[src/ulm_pkg.sv]
package ulm_pkg;

  // --------------------------------------------------------------
  // register map
  // --------------------------------------------------------------
  localparam logic [31:0] LINE_STATUS_ADDR = 32'h0c000005;
  localparam logic [31:0] MODEM_STATUS_ADDR = 32'h0c000006;
  localparam logic [7:0] LINE_STATUS_RST = 8'h60;
  localparam logic [7:0] MODEM_STATUS_RST = 8'h00;

  // --------------------------------------------------------------
  // line status field positions
  // --------------------------------------------------------------
  localparam int LS_READY = 0;
  localparam int LS_OVERRUN = 1;
  localparam int LS_PARITY = 2;
  localparam int LS_FRAMING = 3;
  localparam int LS_BREAK = 4;
  localparam int LS_HOLD_EMPTY = 5;
  localparam int LS_TX_EMPTY = 6;
  localparam int LS_ERR_SUM = 7;

  // --------------------------------------------------------------
  // shared types
  // --------------------------------------------------------------
  typedef struct packed {
    logic fifoEnableBit;
    logic loopback;
    logic parityEn;
    logic parityEven;
    logic parityStick;
    logic [1:0] wordLen;
  } ulm_cfg_t;

  typedef struct packed {
    logic carrierDetectN;
    logic phoneRingingN;
    logic dataSetReadyN;
    logic clearToSendN;
  } ulm_modem_in_t;

  typedef struct packed {
    logic brk;
    logic fe;
    logic pe;
  } ulm_rx_err_t;

endpackage

[src/ulm_modem_status.sv]
module ulm_modem_status (
  // clock and reset
  input wire logic clk,
  input wire logic sys_rst,
  // modem side
  input wire ulm_pkg::ulm_modem_in_t pins,
  input wire logic loopback,
  input wire logic [3:0] controlOut,
  // register side
  input wire logic clearChange,
  output logic [7:0] modemFlags
);

  logic primed, next_primed;
  logic [3:0] level, change;
  logic [7:0] next_modemFlags;

  // --------------------------------------------------------------
  // levels and change flags
  // --------------------------------------------------------------
  always_comb begin
    // loopback: out2->dcd, out1->ring, dtr->dsr, rts->cts
    if (loopback)
      level = {controlOut[3], controlOut[2], controlOut[0],
               controlOut[1]}; // RULE17
    else
      level = ~pins; // RULE14
    change = primed ? (level ^ modemFlags[7:4]) : 4'h0;
    next_primed = 1'b1;
    next_modemFlags = {level,
      change | (modemFlags[3:0] & {4{!clearChange}})}; // RULE15 RULE16 RULE19
  end

  always_ff @(posedge clk) begin
    if (sys_rst) begin
      primed <= 1'b0;
      modemFlags <= ulm_pkg::MODEM_STATUS_RST;
    end else begin
      primed <= next_primed;
      modemFlags <= next_modemFlags;
    end
  end

  a_change_flag: assert property (@(posedge clk) disable iff (sys_rst) // RULE15
    primed && !loopback && $changed(pins) && $stable(loopback) |=>
      (modemFlags[3:0] & ($past(pins) ^ $past(pins, 2))) != 4'h0)
    else $error("modem input change not flagged");
  a_read_clears: assert property (@(posedge clk) disable iff (sys_rst) // RULE16
    clearChange && change == 4'h0 |=> modemFlags[3:0] == 4'h0)
    else $error("modem change flags not cleared on read");
  c_modem_change: cover property (@(posedge clk) disable iff (sys_rst)
    change != 4'h0);

endmodule

[src/ulm_rx_frame.sv]
module ulm_rx_frame (
  // clock and reset
  input wire logic clk,
  input wire logic sys_rst,
  // serial side
  input wire logic bitTick,
  input wire logic rxIn,
  input wire ulm_pkg::ulm_cfg_t cfg,
  // received character
  output logic charValid,
  output logic [7:0] charData,
  output ulm_pkg::ulm_rx_err_t charErr
);

  typedef enum logic [2:0] {
    IDLE, DATA, PARITY, STOP, BRKCHK, MARKWAIT, RESYNC
  } ulm_rx_state_t;

  ulm_rx_state_t state, next_state;
  logic [7:0] shiftReg, next_shiftReg;
  logic [2:0] bitCnt, next_bitCnt;
  logic parBit, next_parBit;
  logic seenLow, next_seenLow;
  logic next_charValid;
  logic [7:0] next_charData;
  ulm_pkg::ulm_rx_err_t next_charErr;
  logic [7:0] aligned;
  logic parFail;

  // --------------------------------------------------------------
  // framing, parity and break detection
  // --------------------------------------------------------------
  always_comb begin
    aligned = shiftReg >> (3'd3 - cfg.wordLen);
    if (!cfg.parityEn)
      parFail = 1'b0;
    else if (cfg.parityStick)
      parFail = (parBit == cfg.parityEven);
    else
      parFail = (^aligned ^ parBit) == cfg.parityEven; // RULE10
  end

  always_comb begin
    next_state = state;
    next_shiftReg = shiftReg;
    next_bitCnt = bitCnt;
    next_parBit = parBit;
    next_seenLow = seenLow;
    next_charValid = 1'b0;
    next_charData = charData;
    next_charErr = charErr;
    if (bitTick) begin
      unique case (state)
        IDLE: begin
          if (!rxIn) begin
            next_state = DATA;
            next_bitCnt = 3'h0;
            next_parBit = 1'b0;
          end
        end
        DATA: begin
          next_shiftReg = {rxIn, shiftReg[7:1]};
          next_bitCnt = bitCnt + 3'h1;
          if (bitCnt == {1'b1, cfg.wordLen})
            next_state = cfg.parityEn ? PARITY : STOP;
        end
        PARITY: begin
          next_parBit = rxIn;
          next_state = STOP;
        end
        STOP: begin
          next_charData = aligned;
          next_charErr = '{brk: 1'b0, fe: !rxIn, pe: parFail};
          if (rxIn) begin
            next_charValid = 1'b1;
            next_state = IDLE;
          end else if (aligned == 8'h00 && !parBit) begin
            next_state = BRKCHK;
          end else begin
            next_charValid = 1'b1; // RULE8
            next_state = RESYNC;
            next_seenLow = 1'b0;
          end
        end
        BRKCHK: begin
          next_charValid = 1'b1;
          if (!rxIn) begin
            next_charData = 8'h00; // RULE7
            next_charErr = '{brk: 1'b1, fe: 1'b0, pe: 1'b0}; // RULE4
            next_state = MARKWAIT;
          end else begin
            next_state = IDLE;
          end
        end
        MARKWAIT: begin
          if (rxIn)
            next_state = IDLE; // RULE7
        end
        RESYNC: begin
          next_seenLow = !rxIn;
          if (!rxIn && seenLow) begin
            next_state = DATA; // RULE9
            next_bitCnt = 3'h0;
            next_parBit = 1'b0;
          end
        end
      endcase
    end
  end

  always_ff @(posedge clk) begin
    if (sys_rst) begin
      state <= IDLE;
      shiftReg <= 8'h00;
      bitCnt <= 3'h0;
      parBit <= 1'b0;
      seenLow <= 1'b0;
      charValid <= 1'b0;
      charData <= 8'h00;
      charErr <= '0;
    end else begin
      state <= next_state;
      shiftReg <= next_shiftReg;
      bitCnt <= next_bitCnt;
      parBit <= next_parBit;
      seenLow <= next_seenLow;
      charValid <= next_charValid;
      charData <= next_charData;
      charErr <= next_charErr;
    end
  end

  // --------------------------------------------------------------
  // checks
  // --------------------------------------------------------------
  a_break_zero: assert property (@(posedge clk) disable iff (sys_rst) // RULE7
    state == BRKCHK && bitTick && !rxIn |=>
      charValid && charErr.brk && charData == 8'h00 && state == MARKWAIT)
    else $error("break did not load one zero character");
  a_stop_framing: assert property (@(posedge clk) disable iff (sys_rst) // RULE8
    state == STOP && bitTick && !rxIn && aligned != 8'h00 |=>
      charValid && charErr.fe)
    else $error("low stop bit not flagged as framing error");
  a_resync_twice: assert property (@(posedge clk) disable iff (sys_rst) // RULE9
    state == RESYNC && bitTick && !seenLow |=> state != DATA)
    else $error("data accepted after one start sample");
  c_break_seen: cover property (@(posedge clk) disable iff (sys_rst)
    charValid && charErr.brk);

endmodule

[src/ulm_status_top.sv]
// Summary of operation
// RULE1 - error summary only in fifo mode
// RULE2 - tx empty needs holding and shift idle
// RULE3 - holding empty set on move, cleared on store
// RULE4 - break after low beyond one character
// RULE5 - line status read clears error flags
// RULE6 - fifo errors reported at queue head
// RULE7 - break loads one zero character, waits mark
// RULE8 - low stop sample is framing error
// RULE9 - resync needs start sampled twice
// RULE10 - parity checked against configured sense
// RULE11 - non-fifo overwrite sets overrun
// RULE12 - full fifo drops new character, overrun
// RULE13 - data ready while buffer holds data
// RULE14 - upper modem bits show inverted inputs
// RULE15 - lower modem bits flag input changes
// RULE16 - modem status read clears change flags
// RULE17 - loopback feeds control outputs back
// RULE18 - fifo mode follows fifo enable bit
// RULE19 - new event beats clearing read
module ulm_status_top #(
  parameter int DEPTH = 16,
  parameter int ADDR_W = 32
) (
  // clock and reset
  input wire logic clk,
  input wire logic sys_rst,
  // register port
  input wire logic [ADDR_W-1:0] addr,
  input wire logic [7:0] wdata,
  input wire logic wrStb,
  input wire logic rdStb,
  output logic [7:0] rdata,
  // line configuration and serial input
  input wire ulm_pkg::ulm_cfg_t cfg,
  input wire logic bitTick,
  input wire logic rxIn,
  // receive buffer unload
  input wire logic rxBufRead,
  output logic [7:0] rxHeadChar,
  // transmit side state
  input wire logic txStore,
  input wire logic txMove,
  input wire logic txShiftIdle,
  // modem side
  input wire ulm_pkg::ulm_modem_in_t modemPins,
  input wire logic [3:0] controlOut,
  output logic [7:0] modemFlags
);

  localparam int PW = $clog2(DEPTH);
  localparam int CW = PW + 1;
  localparam logic [CW-1:0] FULL = CW'(DEPTH);

  logic charValid;
  logic [7:0] charData;
  ulm_pkg::ulm_rx_err_t charErr;

  logic [10:0] mem [DEPTH];
  logic [PW-1:0] wrPtr, next_wrPtr, rdPtr, next_rdPtr, memIdx, headNext;
  logic [CW-1:0] count, next_count, errEntries, next_errEntries;
  logic memWe, pop, fifoMode, arrive, overrun, lsRead, msRead;
  ulm_pkg::ulm_rx_err_t arriveErr;
  logic brk, fe, pe, oe, thre, temt;
  logic next_brk, next_fe, next_pe, next_oe, next_thre, next_temt;
  logic [7:0] lineFlags, next_rdata, next_rxHeadChar;

  // --------------------------------------------------------------
  // receive framing and modem status
  // --------------------------------------------------------------
  ulm_rx_frame u_rx (
    .clk(clk),
    .sys_rst(sys_rst),
    .bitTick(bitTick),
    .rxIn(rxIn),
    .cfg(cfg),
    .charValid(charValid),
    .charData(charData),
    .charErr(charErr)
  );

  ulm_modem_status u_modem (
    .clk(clk),
    .sys_rst(sys_rst),
    .pins(modemPins),
    .loopback(cfg.loopback),
    .controlOut(controlOut),
    .clearChange(msRead),
    .modemFlags(modemFlags)
  );

  // --------------------------------------------------------------
  // receive buffer
  // --------------------------------------------------------------
  always_comb begin
    fifoMode = cfg.fifoEnableBit; // RULE18
    lsRead = rdStb && addr == ADDR_W'(ulm_pkg::LINE_STATUS_ADDR);
    msRead = rdStb && addr == ADDR_W'(ulm_pkg::MODEM_STATUS_ADDR);
    pop = rxBufRead && count != '0;
    headNext = rdPtr + PW'(1);
    next_wrPtr = wrPtr;
    next_rdPtr = rdPtr;
    next_count = count;
    next_errEntries = errEntries;
    memWe = 1'b0;
    memIdx = wrPtr;
    arrive = 1'b0;
    arriveErr = charErr;
    overrun = 1'b0;
    if (!fifoMode) begin
      next_errEntries = '0;
      if (charValid) begin
        memWe = 1'b1;
        memIdx = rdPtr;
        arrive = 1'b1;
        overrun = count != '0 && !pop; // RULE11
        next_count = CW'(1);
      end else if (pop) begin
        next_count = '0;
      end
    end else begin
      if (pop) begin
        next_rdPtr = headNext;
        if (mem[rdPtr][10:8] != 3'h0)
          next_errEntries = next_errEntries - CW'(1);
        if (count > CW'(1)) begin
          arrive = 1'b1; // RULE6
          arriveErr = ulm_pkg::ulm_rx_err_t'(mem[headNext][10:8]);
        end else if (charValid) begin
          arrive = 1'b1;
        end
      end
      if (charValid) begin
        if (count == FULL && !pop) begin
          overrun = 1'b1; // RULE12
        end else begin
          memWe = 1'b1;
          next_wrPtr = wrPtr + PW'(1);
          next_count = next_count + CW'(1);
          if (charErr != '0)
            next_errEntries = next_errEntries + CW'(1);
          if (count == '0)
            arrive = 1'b1;
        end
      end
      if (pop)
        next_count = next_count - CW'(1);
    end
  end

  // --------------------------------------------------------------
  // line status flags
  // --------------------------------------------------------------
  always_comb begin
    next_brk = (arrive && arriveErr.brk) || (brk && !lsRead); // RULE5 RULE19
    next_fe = (arrive && arriveErr.fe) || (fe && !lsRead); // RULE5 RULE19
    next_pe = (arrive && arriveErr.pe) || (pe && !lsRead); // RULE5 RULE19
    next_oe = overrun || (oe && !lsRead); // RULE5 RULE19
    next_thre = txMove || (thre && !txStore); // RULE3
    next_temt = next_thre && txShiftIdle; // RULE2
    lineFlags = {fifoMode && errEntries != '0, temt, thre, brk, fe, pe,
                 oe, count != '0}; // RULE1 RULE13
    next_rdata = 8'h00;
    if (lsRead)
      next_rdata = lineFlags;
    else if (msRead)
      next_rdata = modemFlags;
    next_rxHeadChar = mem[rdPtr][7:0];
  end

  always_ff @(posedge clk) begin
    if (memWe)
      mem[memIdx] <= {charErr, charData};
  end

  always_ff @(posedge clk) begin
    if (sys_rst) begin
      wrPtr <= '0;
      rdPtr <= '0;
      count <= '0;
      errEntries <= '0;
      brk <= ulm_pkg::LINE_STATUS_RST[ulm_pkg::LS_BREAK];
      fe <= ulm_pkg::LINE_STATUS_RST[ulm_pkg::LS_FRAMING];
      pe <= ulm_pkg::LINE_STATUS_RST[ulm_pkg::LS_PARITY];
      oe <= ulm_pkg::LINE_STATUS_RST[ulm_pkg::LS_OVERRUN];
      thre <= ulm_pkg::LINE_STATUS_RST[ulm_pkg::LS_HOLD_EMPTY];
      temt <= ulm_pkg::LINE_STATUS_RST[ulm_pkg::LS_TX_EMPTY];
      rdata <= 8'h00;
      rxHeadChar <= 8'h00;
    end else begin
      wrPtr <= next_wrPtr;
      rdPtr <= next_rdPtr;
      count <= next_count;
      errEntries <= next_errEntries;
      brk <= next_brk;
      fe <= next_fe;
      pe <= next_pe;
      oe <= next_oe;
      thre <= next_thre;
      temt <= next_temt;
      rdata <= next_rdata;
      rxHeadChar <= next_rxHeadChar;
    end
  end

  // --------------------------------------------------------------
  // checks
  // --------------------------------------------------------------
  a_sum_nonfifo: assert property (@(posedge clk) disable iff (sys_rst) // RULE1
    lsRead && !fifoMode |=> rdata[ulm_pkg::LS_ERR_SUM] == 1'b0)
    else $error("error summary set outside fifo mode");
  a_temt_gate: assert property (@(posedge clk) disable iff (sys_rst) // RULE2
    !txShiftIdle || txStore && !txMove |=> !temt)
    else $error("tx empty while data still held");
  a_thre_move: assert property (@(posedge clk) disable iff (sys_rst) // RULE3
    txMove |=> thre ##1 (thre || $past(txStore)))
    else $error("holding empty not set by move");
  a_read_clear: assert property (@(posedge clk) disable iff (sys_rst) // RULE5
    lsRead && !arrive && !overrun |=> {brk, fe, pe, oe} == 4'h0)
    else $error("error flags not cleared by status read");
  a_set_wins: assert property (@(posedge clk) disable iff (sys_rst) // RULE19
    lsRead && overrun |=> oe ##1 (oe || $past(lsRead)))
    else $error("overrun lost on clearing read");
  a_head_only: assert property (@(posedge clk) disable iff (sys_rst) // RULE6
    fifoMode && charValid && charErr.pe && count != '0 && !pop && !pe
      |=> !pe)
    else $error("parity reported before reaching head");
  a_overrun_buf: assert property (@(posedge clk) disable iff (sys_rst) // RULE11
    !fifoMode && charValid && count != '0 && !pop |=>
      oe && count == CW'(1) && mem[rdPtr][7:0] == $past(charData))
    else $error("unread character not overwritten with overrun");
  a_full_drop: assert property (@(posedge clk) disable iff (sys_rst) // RULE12
    fifoMode && charValid && count == FULL && !pop |=>
      oe && count == FULL && wrPtr == $past(wrPtr))
    else $error("full fifo accepted character or no overrun");
  a_ready_bit: assert property (@(posedge clk) disable iff (sys_rst) // RULE13
    lsRead |=> rdata[ulm_pkg::LS_READY] == $past(count != '0))
    else $error("data ready does not follow buffer");
  c_overrun: cover property (@(posedge clk) disable iff (sys_rst)
    overrun && fifoMode);
  c_fifo_full: cover property (@(posedge clk) disable iff (sys_rst)
    count == FULL);
  c_set_clear: cover property (@(posedge clk) disable iff (sys_rst)
    lsRead && arrive && arriveErr != '0);

endmodule
[config.mk]
export PLATFORM = sky130hd
export DESIGN_NAME = ulm_status_top
export DESIGN_NICKNAME = d
export VERILOG_FILES = /design/src/ulm_pkg.sv /design/src/ulm_modem_status.sv /design/src/ulm_rx_frame.sv /design/src/ulm_status_top.sv
export SDC_FILE = /design/constraint.sdc
export NUM_CORES = 1
export LEC_CHECK = 0
export ABC_AREA = 1
export BUFFER_PORTS_ARGS = -buffer_cell sky130_fd_sc_hd__buf_2
export CAP_MARGIN = 20
export CORE_UTILIZATION = 60
export DETAILED_ROUTE_END_ITERATION = 16
export PLACE_DENSITY = 0.81
export SLEW_MARGIN = 20
export SYNTH_ARGS = -nofsm -noshare
export SYNTH_HDL_FRONTEND = slang
export SYNTH_HIERARCHICAL = 1
export SYNTH_SLANG_ARGS = --single-unit
[constraint.sdc]
create_clock -name clk -period 3.1 [get_ports clk]
set_input_delay 0.155 -clock clk [delete_from_list [all_inputs] [get_ports clk]]
set_output_delay 0.155 -clock clk [all_outputs]
set_load 0.05 [all_outputs]
==> impl_metrics.csv, run 1 <==
group,metric,value,unit
synthesis,synth.most_common_cell,"nand2_1",
synthesis,synth_common_cells,"178 x nand2_1, 176 x edfxtp_1, 157 x nor2_1, 116 x o21ai_0, 103 x inv_1",
global_route,antenna_found_initial,0,
critical_path,reg2reg_depth,6,
global_route,grt_start_max_net_pins,61,
pwr,pwr-share-seq,42.4,%
critical_path,cp_num_buf_inv,2,
critical_path,cp_max_fo,11,
global_route,grt.total_usage,28.07,%
clock_network,root_buffer,"clkbuf_16",
die,die_w,140.6,µm
pwr,clkPwrFrac,37.3,%
pwr,totalPowerFinal,9.097,mW
global_route,grt_pass1_vias,8679,
die,core_area,18770,µm²
critical_path,crit_type,"flip-flop to flip-flop",
hold_path,hold_path_depth,6,
sta,setup_violations,0,
critical_path,rrSetupSlack,510,ps
sta,worst_slack,513.0,ps
route,wl_per_cell,17.82,µm
final_layout,areaGrowthSynthToFinish,15.05,%
critical_path,worst_path_largest_cell_delay,780,ps
critical_path,cp-end-kind,"flip-flop",
synthesis,async_reset_ff_share,0,%
synthesis,synth-edff-count,176,
synthesis,synth_top_cell_by_area,"edfxtp_1",
synthesis,synth-seq-cells,257,
route,vias_per_cell,5.935,
die,pin_count,89,
final_layout,layout.nets,1368,
route,first_iter_violations,944,
placement,io_buffers,79,
critical_path,cp.arrival,2750,ps
run_status,status,"completed",
synthesis,ys_types,45,
pwr,p_sw_share,29.75,%
die,num_rows,50,
hold_path,hold_class,"input port to flip-flop",
route,drc,0,
die,start_util,61.43,%
pwr,combPwrFrac,20.2,%
placement,place_ws,557.1,ps
clock_network,ctsResizeCount,0,
critical_path,cp_num_cells,6,
route,via_count,9170,
final_layout,regArea,6908,µm²
synthesis,ys_warn_count,6,
synthesis,seq_area_frac_synth,59.91,%
sta,worst_pin_slew,972.4,ps
sta,rsz0062_at_grt,"no",
die,die_y,140.6,µm
hold_path,hold_end,"u_rx/charErr[0]$_SDFFE_PP0P_",
placement,place_hpwl,16940,µm
final_layout,multi_input_area,3925,µm²
run,cap_violations,0,
final_layout,fillers,1324,
sta,drv_slew,0,
synthesis,syn_avg_cell_area,9.664,µm²
synthesis,syn_area,11530,µm²
sta,worst_clock_skew,15.45,ps
pwr,max-vdd-ir-drop,0.0004560,V
critical_path,crit_family,"simple AND/OR/NAND/NOR gates",
synthesis,synth_nets,1271,
clock_network,clk_path_buf_depth,3,
placement,dp.cells,1479,
pwr,power_density,685.8,nW/µm²
critical_path,reg2reg_to,"mem[11][0]$_DFFE_PP_",
global_route,grt_pass1_wl,43560,µm
sta,max_freq,386.5,MHz
clock_network,cts_made_buffers,27,
synthesis,yosysTopAreaCellShare,45.84,%
sta,min_period,2587,ps
pwr,p_leak,5.028,nW
global_route,grt.overflow.total,0,
final_layout,antenna_cells,0,
placement,gp_congestion,0.8289,
synthesis,synthFlopType,"edfxtp_1",
sta,period_share,83.45,%
clock_network,clk-insertion-delay-late,540,ps
clock_network,cts_max_level,1,
critical_path,r2r_start,"u_rx/charValid$_SDFF_PP0_",
pwr,p_sw,2.706,mW
critical_path,cp_slowest_cell,"nor2_1",
critical_path,worstSetupStartpointType,"flip-flop",
clock_network,cts_setup_buffers,0,
clock_network,cts_sinks,257,
hold_path,hp-start,"cfg[3]",
clock_network,holdBufCountCts,16,
sta,slew_headroom,34.93,%
route,dr.pass1.iters,5,
clock_network,cts_tree,"built",
sta,hold_viol_final,0,
pwr,internal_power,6.391,mW
critical_path,required,3260,ps
route,wl,27530,µm
route,ant_nets,0,
final_layout,fin_cells,1545,
synthesis,syn_inst,1193,
sta,fin_tns_setup,0,ps
clock_network,clk_pin_slew,60,ps
synthesis,synth.top_cells.by_area,"edfxtp_1 46%, dfxtp_1 14%, nand2_1 5.8%",
die,dieArea,19770,µm²
final_layout,drive_above_1_share,14.80,%
critical_path,path_cells,"inv_1 -> nor2_1 -> inv_1 -> o21ai_0 -> nand3_1 -> nor2_1",
-- per-stage QoR --
stage	area (µm²)	hold WS, ps	utilization [%]
2_1_floorplan	11530	279.1	-
3_3_place_gp	12150	384.5	64.75
3_5_place_dp	12150	373.4	64.75
4_1_cts	13260	16.92	70.67
5_1_grt	13260	61.07	70.67
6_report	13260	44.75	70.67
-- flip-flops by register name, summed over array words and instances (netlist names), 3 cells and up, named ones only --
register	cells
u_rx/bitCnt	3
u_rx/charData	8
u_rx/shiftReg	8
count	5
u_rx/charErr	3
u_modem/modemFlags	8
rxHeadChar	8
rdata	8
rdPtr	4
wrPtr	4
mem	176
u_rx/state	3
errEntries	5
-- worst max path at each step --
| stage | slack, ps | end | startpoint |
|---|---|---|---|
| 2_1_floorplan | 680 | mem[2][0]$_DFFE_PP_ | u_rx/charValid$_SDFF_PP0_ |
| 3_3_place_gp | 640 | mem[11][3]$_DFFE_PP_ | u_rx/charValid$_SDFF_PP0_ |
| 3_5_place_dp | 560 | mem[11][4]$_DFFE_PP_ | u_rx/charValid$_SDFF_PP0_ |
| 4_1_cts | 560 | mem[11][3]$_DFFE_PP_ | u_rx/charValid$_SDFF_PP0_ |
| 5_1_grt | 320 | mem[11][0]$_DFFE_PP_ | u_rx/charValid$_SDFF_PP0_ |
| 6_report | 510 | mem[11][0]$_DFFE_PP_ | u_rx/charValid$_SDFF_PP0_ |
-- cells by family after synthesis --
logic type,share of synthesized area (%)
simple gates,18.45
compound gates,13.35
flops,59.91
buf+inv,6.045
fa+ha+maj,1.411
xor+xnor,0.8357
-- layout make-up --
cell class	count	share of cell area [%]
clock buffer	41	6.198
clock inverter	9	0.9810
inverter	114	3.283
multi-input combinational	769	29.59
sequential	257	52.08
tap	234	2.207
timing repair buffer	121	5.660
-- power groups by stage --
stage               Clock [mW]  Sequential [mW]  Combinational (mW)
floorplan                    0             4.04                1.22
finish                    3.39             3.86                1.84
detailed placement           0             3.93                1.76
global placement             0             3.93                1.71
global route              3.55             3.87                2.04
CTS                       3.42             3.86                1.81
-- layer usage --
layer / track usage (%) / routed length (µm) / up-vias
met1: 35.38 / 11000 / 4289
met2: 48.23 / 13310 / 455
met4: 10.07 / 837 / 0
li1: - / - / 4347
met3: 5.673 / 2389 / 79
met5: 0 / 0 / -
-- worst min-delay path, cell delays in order --
cell,delay (ps)
buf_2,100
xnor2_1,70
inv_1,50
nand2_1,50
nand3_1,70
a21oi_1,50
-- cells in the final DEF, fill, tap and decap left out, drive strengths merged --
master       Yosys  layout
buf             21     105
a22oi            6       6
ha              13      13
o211ai          15      15
clkinvlp         0       1
clkinv           2       5
xnor2            5       5
xor2             6       6
nor3b            1       1
a21oi           74      74
and2             1       1
dlygate4sd3      0      16
a31oi            1       1
bufinv           0       3
or2              1       1
nand3           94      94
o221ai          25      25
nand4            5       5
o22ai           13      13
nor3            10      10
inv            112     114
edfxtp         176     176
nand2          193     193
o2111ai          1       1
o21ai          124     124
nand3b           2       2
dfxtp           81      81
nor2           163     163
clkbuf          32      41
nor4             8       8
o21a             1       1
a32o             3       3
o31ai            4       4
Note: power is estimated with default switching activity, not from simulation.
==> run 2, diff against run 1 <==
CORE_UTILIZATION = 54   (was 60)
PLACE_DENSITY = 0.77   (was 0.81)
clock period = 2.2 ns   (was 3.1 ns; I/O delays follow)
==> run 2 against run 1 <==
Against the previous run:
- the run now ends with negative setup slack left
- sequential share of layout area down 1.4 points
- largest power group unchanged
- worst hold slack lost 20 ps
- highest routed layer unchanged
- total power grew 39%
- clock power up 30%
- count of clock-buffer cells in the layout fell by 10
- utilization is 5.6 points lower
- critical path depth unchanged
- critical endpoint is now mem[10][8]$_DFFE_PP_
==> impl_metrics.csv, run 2 (synthesis gave the netlist of run 1 again) <==
group,metric,value,unit
global_route,grt_pass1_wl,43100,µm
die,die_w,148.1,µm
final_layout,largest_register_ffs,176,
global_route,met2_usage,42.39,%
die,die_y,148.1,µm
clock_network,clk-insertion-delay-late,550,ps
final_layout,fin_cells,1626,
placement,place_ws,-286.7,ps
clock_network,cts_sinks,257,
sta,min_period,2222,ps
final_layout,final_area,13640,µm²
placement,dp.cells,1550,
clock_network,cts_max_level,1,
die,dieArea,21940,µm²
global_route,grtUsageMet1,33.28,%
clock_network,clk_path_buf_depth,3,
placement,gp_congestion,0.8799,
critical_path,cp.arrival,2390,ps
final_layout,top_register,"mem",
clock_network,root_buffer,"clkbuf_16",
run,cap_violations,0,
final_layout,antenna_cells,0,
sta,worst_clock_skew,16.89,ps
die,pin_count,89,
final_layout,drive_above_1_share,18.13,%
die,start_util,55.02,%
final_layout,final_util,65.07,%
global_route,gr-usage-met3,3.344,%
critical_path,cp-end-kind,"flip-flop",
placement,place_hpwl,17740,µm
sta,worst_slack,-22.03,ps
global_route,grt.total_usage,24.85,%
final_layout,areaGrowthSynthToFinish,18.28,%
final_layout,layout.nets,1408,
pwr,totalPowerFinal,12.66,mW
critical_path,worstSetupStartpointType,"flip-flop",
sta,fin_tns_setup,-128.5,ps
sta,worst_pin_slew,669.9,ps
critical_path,cp_max_fo,11,
pwr,max-vdd-ir-drop,0.0006068,V
route,ant_nets,0,
hold_path,hold_class,"input port to flip-flop",
sta,max_freq,450.0,MHz
route,wl_per_cell,16.80,µm
placement,io_buffers,79,
critical_path,crit_type,"flip-flop to flip-flop",
pwr,p_leak,5.163,nW
placement,placed_area,12440,µm²
sta,drv_slew,0,
clock_network,cts_made_buffers,27,
final_layout,mostFrequentLayoutCells,"176 x nand2_1, 176 x edfxtp_1, 148 x nor2_1",
sta,rsz0062_at_grt,"yes",
global_route,antenna_found_initial,0,
die,num_rows,53,
route,drc,0,
clock_network,clk_pin_slew,60,ps
sta,hold_viol_final,0,
pwr,power_density,928.5,nW/µm²
global_route,grt_pass1_vias,8634,
route,vias_per_cell,5.662,
sta,period_share,101.0,%
global_route,grt_start_max_net_pins,37,
sta,setup_violations,11,
sta,hold_slack,24.82,ps
route,first_iter_violations,719,
sta,slew_headroom,55.29,%
clock_network,cts_tree,"built",
run_status,status,"finished, violations left",
route,wl,27320,µm
route,via_count,9207,
global_route,grt.overflow.total,0,
route,dr.pass1.iters,6,
die,core_area,20960,µm²
run_status,violations,"negative setup slack",
critical_path,required,2370,ps
global_route,busiest_layer,"met2",
run 2: cell types whose count changed in the layout (fill, tap and decap cells not counted), moves of 4 or more:
cell	previous run	this run
buf_4	26	56
nor2_1	157	148
dlygate4sd3_1	16	23
clkbuf_8	5	0
clkinv_2	3	8
nor2_2	4	9
nor2_4	2	6
nor3_1	8	4
nor3_2	1	5
run 2: where the power goes:
part	internal [mW]	switching (mW)	total (mW)
registers	5.30	0.136	5.43
logic	0.947	1.88	2.83
clock network	2.51	1.89	4.40
run 2: worst max-delay path, cell delays in order (launching register included):
cell	delay (ps)
dfxtp_1	330
inv_1	60
nor2_1	150
inv_2	90
o21ai_0	310
nand3_1	310
nor2_2	600
run 2: layout make-up:
type	count	area, µm²
clock buffer	31	690.7
clock inverter	19	171.4
fill	1623	7320
inverter	114	441.7
multi-input combinational	769	4004
sequential	257	6910
tap	275	344.1
timing repair buffer	160	1069
timing repair inverter	1	5.005
run 2: final timing paths:
kind	from	end	slack [ps]	cells past startpoint
hold reg to reg	u_rx/shiftReg[0]$_SDFFE_PP0P_	u_rx/shiftReg[0]$_SDFFE_PP0P_	450	2
setup reg to reg	u_rx/charValid$_SDFF_PP0_	mem[10][8]$_DFFE_PP_	-20	6
hold / removal	cfg[6]	count[3]$_SDFFE_PP0P_	20	4
setup / recovery	u_rx/charValid$_SDFF_PP0_	mem[10][8]$_DFFE_PP_	-20	6
run 2: repair_timing:
action                                  CTS  global route
gates cloned                              0             2
gates resized for setup                   5            25
hold endpoints to repair                 19             0
buffers inserted                          0             1
endpoints found under the setup margin   88           123
pin swaps                                 0             2
hold buffers                             23             0
run 2: layer usage:
metal	wire length, µm	up-vias
met1	11390	4311
met5	0	-
met2	13200	417
li1	-	4429
met3	2074	50
met4	653	0
==> run 3, diff against run 2 <==
HOLD_SLACK_MARGIN = 0.08   (was default)
REMOVE_ABC_BUFFERS = 1   (was default)
==> run 3 against run 2 <==
Against the previous run:
- the flow now finishes without violations
- final area increased by 1.4%
- count of clock-buffer cells in the layout increased by 6
- die area unchanged
- combinational power about the same
- clock power increased by 5.0%
- total power increased by 1.7%
- fmax increased by 3.7%
- utilization increased by 0.89 points
- worst setup slack improved by 80 ps
- routed wire length increased by 3.9%
- global-route usage increased by 0.78 points
- critical path type is now input port to flip-flop
==> impl_metrics.csv, run 3 (synthesis gave the netlist of run 1 again) <==
group,metric,value,unit
run_status,status,"completed",
pwr,p_sw_share,30.53,%
die,dieArea,21940,µm²
pwr,p_sw,3.931,mW
die,num_rows,53,
global_route,antenna_found_initial,0,
final_layout,largest_register_ffs,176,
global_route,grt_pass1_vias,8888,
die,core_area,20960,µm²
sta,hold_viol_final,0,
route,wl,28390,µm
clock_network,root_buffer,"clkbuf_16",
critical_path,required,2670,ps
clock_network,cts_sinks,257,
critical_path,rrSetupSlack,70,ps
global_route,grt.overflow.total,0,
route,vias_per_cell,5.695,
placement,place_hpwl,17630,µm
critical_path,worstSetupStartpointType,"input port",
global_route,grt_start_max_net_pins,58,
pwr,internal_power,8.943,mW
clock_network,cts_made_buffers,27,
pwr,clkPwrFrac,35.9,%
sta,worst_slack,58.28,ps
route,ant_nets,0,
pwr,totalPowerFinal,12.87,mW
sta,drv_slew,0,
die,die_w,148.1,µm
placement,place_ws,-180.3,ps
final_layout,areaGrowthSynthToFinish,19.89,%
clock_network,clk_pin_slew,60,ps
die,die_y,148.1,µm
route,via_count,9317,
final_layout,mostFrequentLayoutCells,"177 x nand2_1, 176 x edfxtp_1, 151 x nor2_1",
hold_path,hold_class,"input port to flip-flop",
sta,setup_violations,0,
critical_path,crit_type,"input port to flip-flop",
pwr,power_density,931.4,nW/µm²
die,start_util,55.02,%
die,pin_count,89,
final_layout,final_common_cell,"nand2_1",
final_layout,drive_above_1_share,17.49,%
final_layout,layout.nets,1418,
pwr,p_leak,5.257,nW
sta,period_share,97.35,%
critical_path,cp_max_fo,5,
final_layout,antenna_cells,0,
pwr,max-vdd-ir-drop,0.0006588,V
global_route,grt_pass1_wl,44440,µm
sta,min_period,2142,ps
clock_network,cts_max_level,1,
pwr,pwr-share-seq,42.2,%
pwr,combPwrFrac,21.9,%
critical_path,cp-end-kind,"flip-flop",
run,cap_violations,0,
final_layout,final_util,65.96,%
placement,io_buffers,79,
sta,worst_pin_slew,688.9,ps
placement,gp_congestion,0.8595,
sta,worst_clock_skew,8.877,ps
clock_network,clk_path_buf_depth,3,
route,dr.pass1.iters,5,
sta,max_freq,466.9,MHz
sta,slew_headroom,54.01,%
critical_path,cp.arrival,2620,ps
clock_network,clk-insertion-delay-late,540,ps
global_route,grt.total_usage,25.64,%
sta,rsz0062_at_grt,"yes",
final_layout,top_register,"mem",
route,wl_per_cell,17.35,µm
route,first_iter_violations,1009,
route,drc,0,
clock_network,cts_tree,"built",
==> run 3: cell types whose count changed in the layout (fill, tap and decap cells not counted), sizes merged <==
cell | previous run | this run
bufinv | 2 | 1
clkbuf | 31 | 38
dlygate4sd3 | 23 | 36
clkinv | 15 | 8
buf | 137 | 134
inv | 112 | 113
==> run 3: final timing paths <==
kind | start | end | cells after the start
worst max-delay path | addr[1] | rdata[0]$_SDFF_PP0_ | 8
worst min-delay path | cfg[5] | u_modem/modemFlags[2]$_SDFF_PP0_ | 5
worst max register to register | u_rx/charValid$_SDFF_PP0_ | mem[8][4]$_DFFE_PP_ | 8
worst min register to register | u_rx/shiftReg[0]$_SDFFE_PP0P_ | u_rx/shiftReg[0]$_SDFFE_PP0P_ | 2
==> run 3: cell type report <==
class / instances / area, µm²
well taps: 275 / 344.1
clock buffers: 37 / 807.0
inverters: 114 / 439.2
repair buffers: 171 / 1214
fillers: 1601 / 7133
clock inverters: 13 / 117.6
flip-flops and latches: 257 / 6910
multi-input cells: 769 / 3990
==> run 3: stage by stage <==
stage | hold slack [ps] | std cells | area, µm² | setup TNS [ps]
after floorplan | 166.5 | 1140 | 11270 | -21200
after global placement | 323.4 | 1545 | 12420 | -5345
after detailed placement | 329.7 | 1545 | 12420 | -9566
after CTS | 84.55 | 1631 | 13720 | 0
after global routing | 142.1 | 1636 | 13820 | -2138
final | 94.57 | 1636 | 13820 | 0
==> run 3: power by group through the flow <==
| stage | Combinational (mW) | Clock (mW) | Sequential (mW) |
|---|---|---|---|
| 5_1_grt | 3.10 | 4.82 | 5.45 |
| 6_report | 2.82 | 4.62 | 5.43 |
| 2_1_floorplan | 1.45 | 0 | 5.82 |
| 4_1_cts | 2.74 | 4.66 | 5.42 |
| 3_5_place_dp | 2.65 | 0 | 5.52 |
| 3_3_place_gp | 2.59 | 0 | 5.51 |
==> run 3: worst max-delay path: stages <==
cell,delay [ps]
dlygate4sd3_1,540
buf_2,130
nand3_1,70
dlygate4sd3_1,620
nor3b_4,300
dlygate4sd3_1,650
nand2_1,60
a21oi_1,130
==> run 3: timing repair <==
item / CTS / global route
gates cloned: 0 / 1
pin swaps: 0 / 2
setup buffers: 0 / 4
hold buffers: 36 / 0
setup endpoints to repair: 66 / 77
resized for setup: 6 / 11
hold endpoints to repair: 35 / 0
==> run 3: routing by layer <==
| metal | track usage (%) | vias up | share of wire [%] |
|---|---|---|---|
| met2 | 43.17 | 385 | 48 |
| met3 | 2.945 | 83 | 7.1 |
| met5 | 0 | - | 0 |
| li1 | - | 4445 | - |
| met1 | 34.80 | 4404 | 42 |
| met4 | 8.247 | 0 | 2.8 |
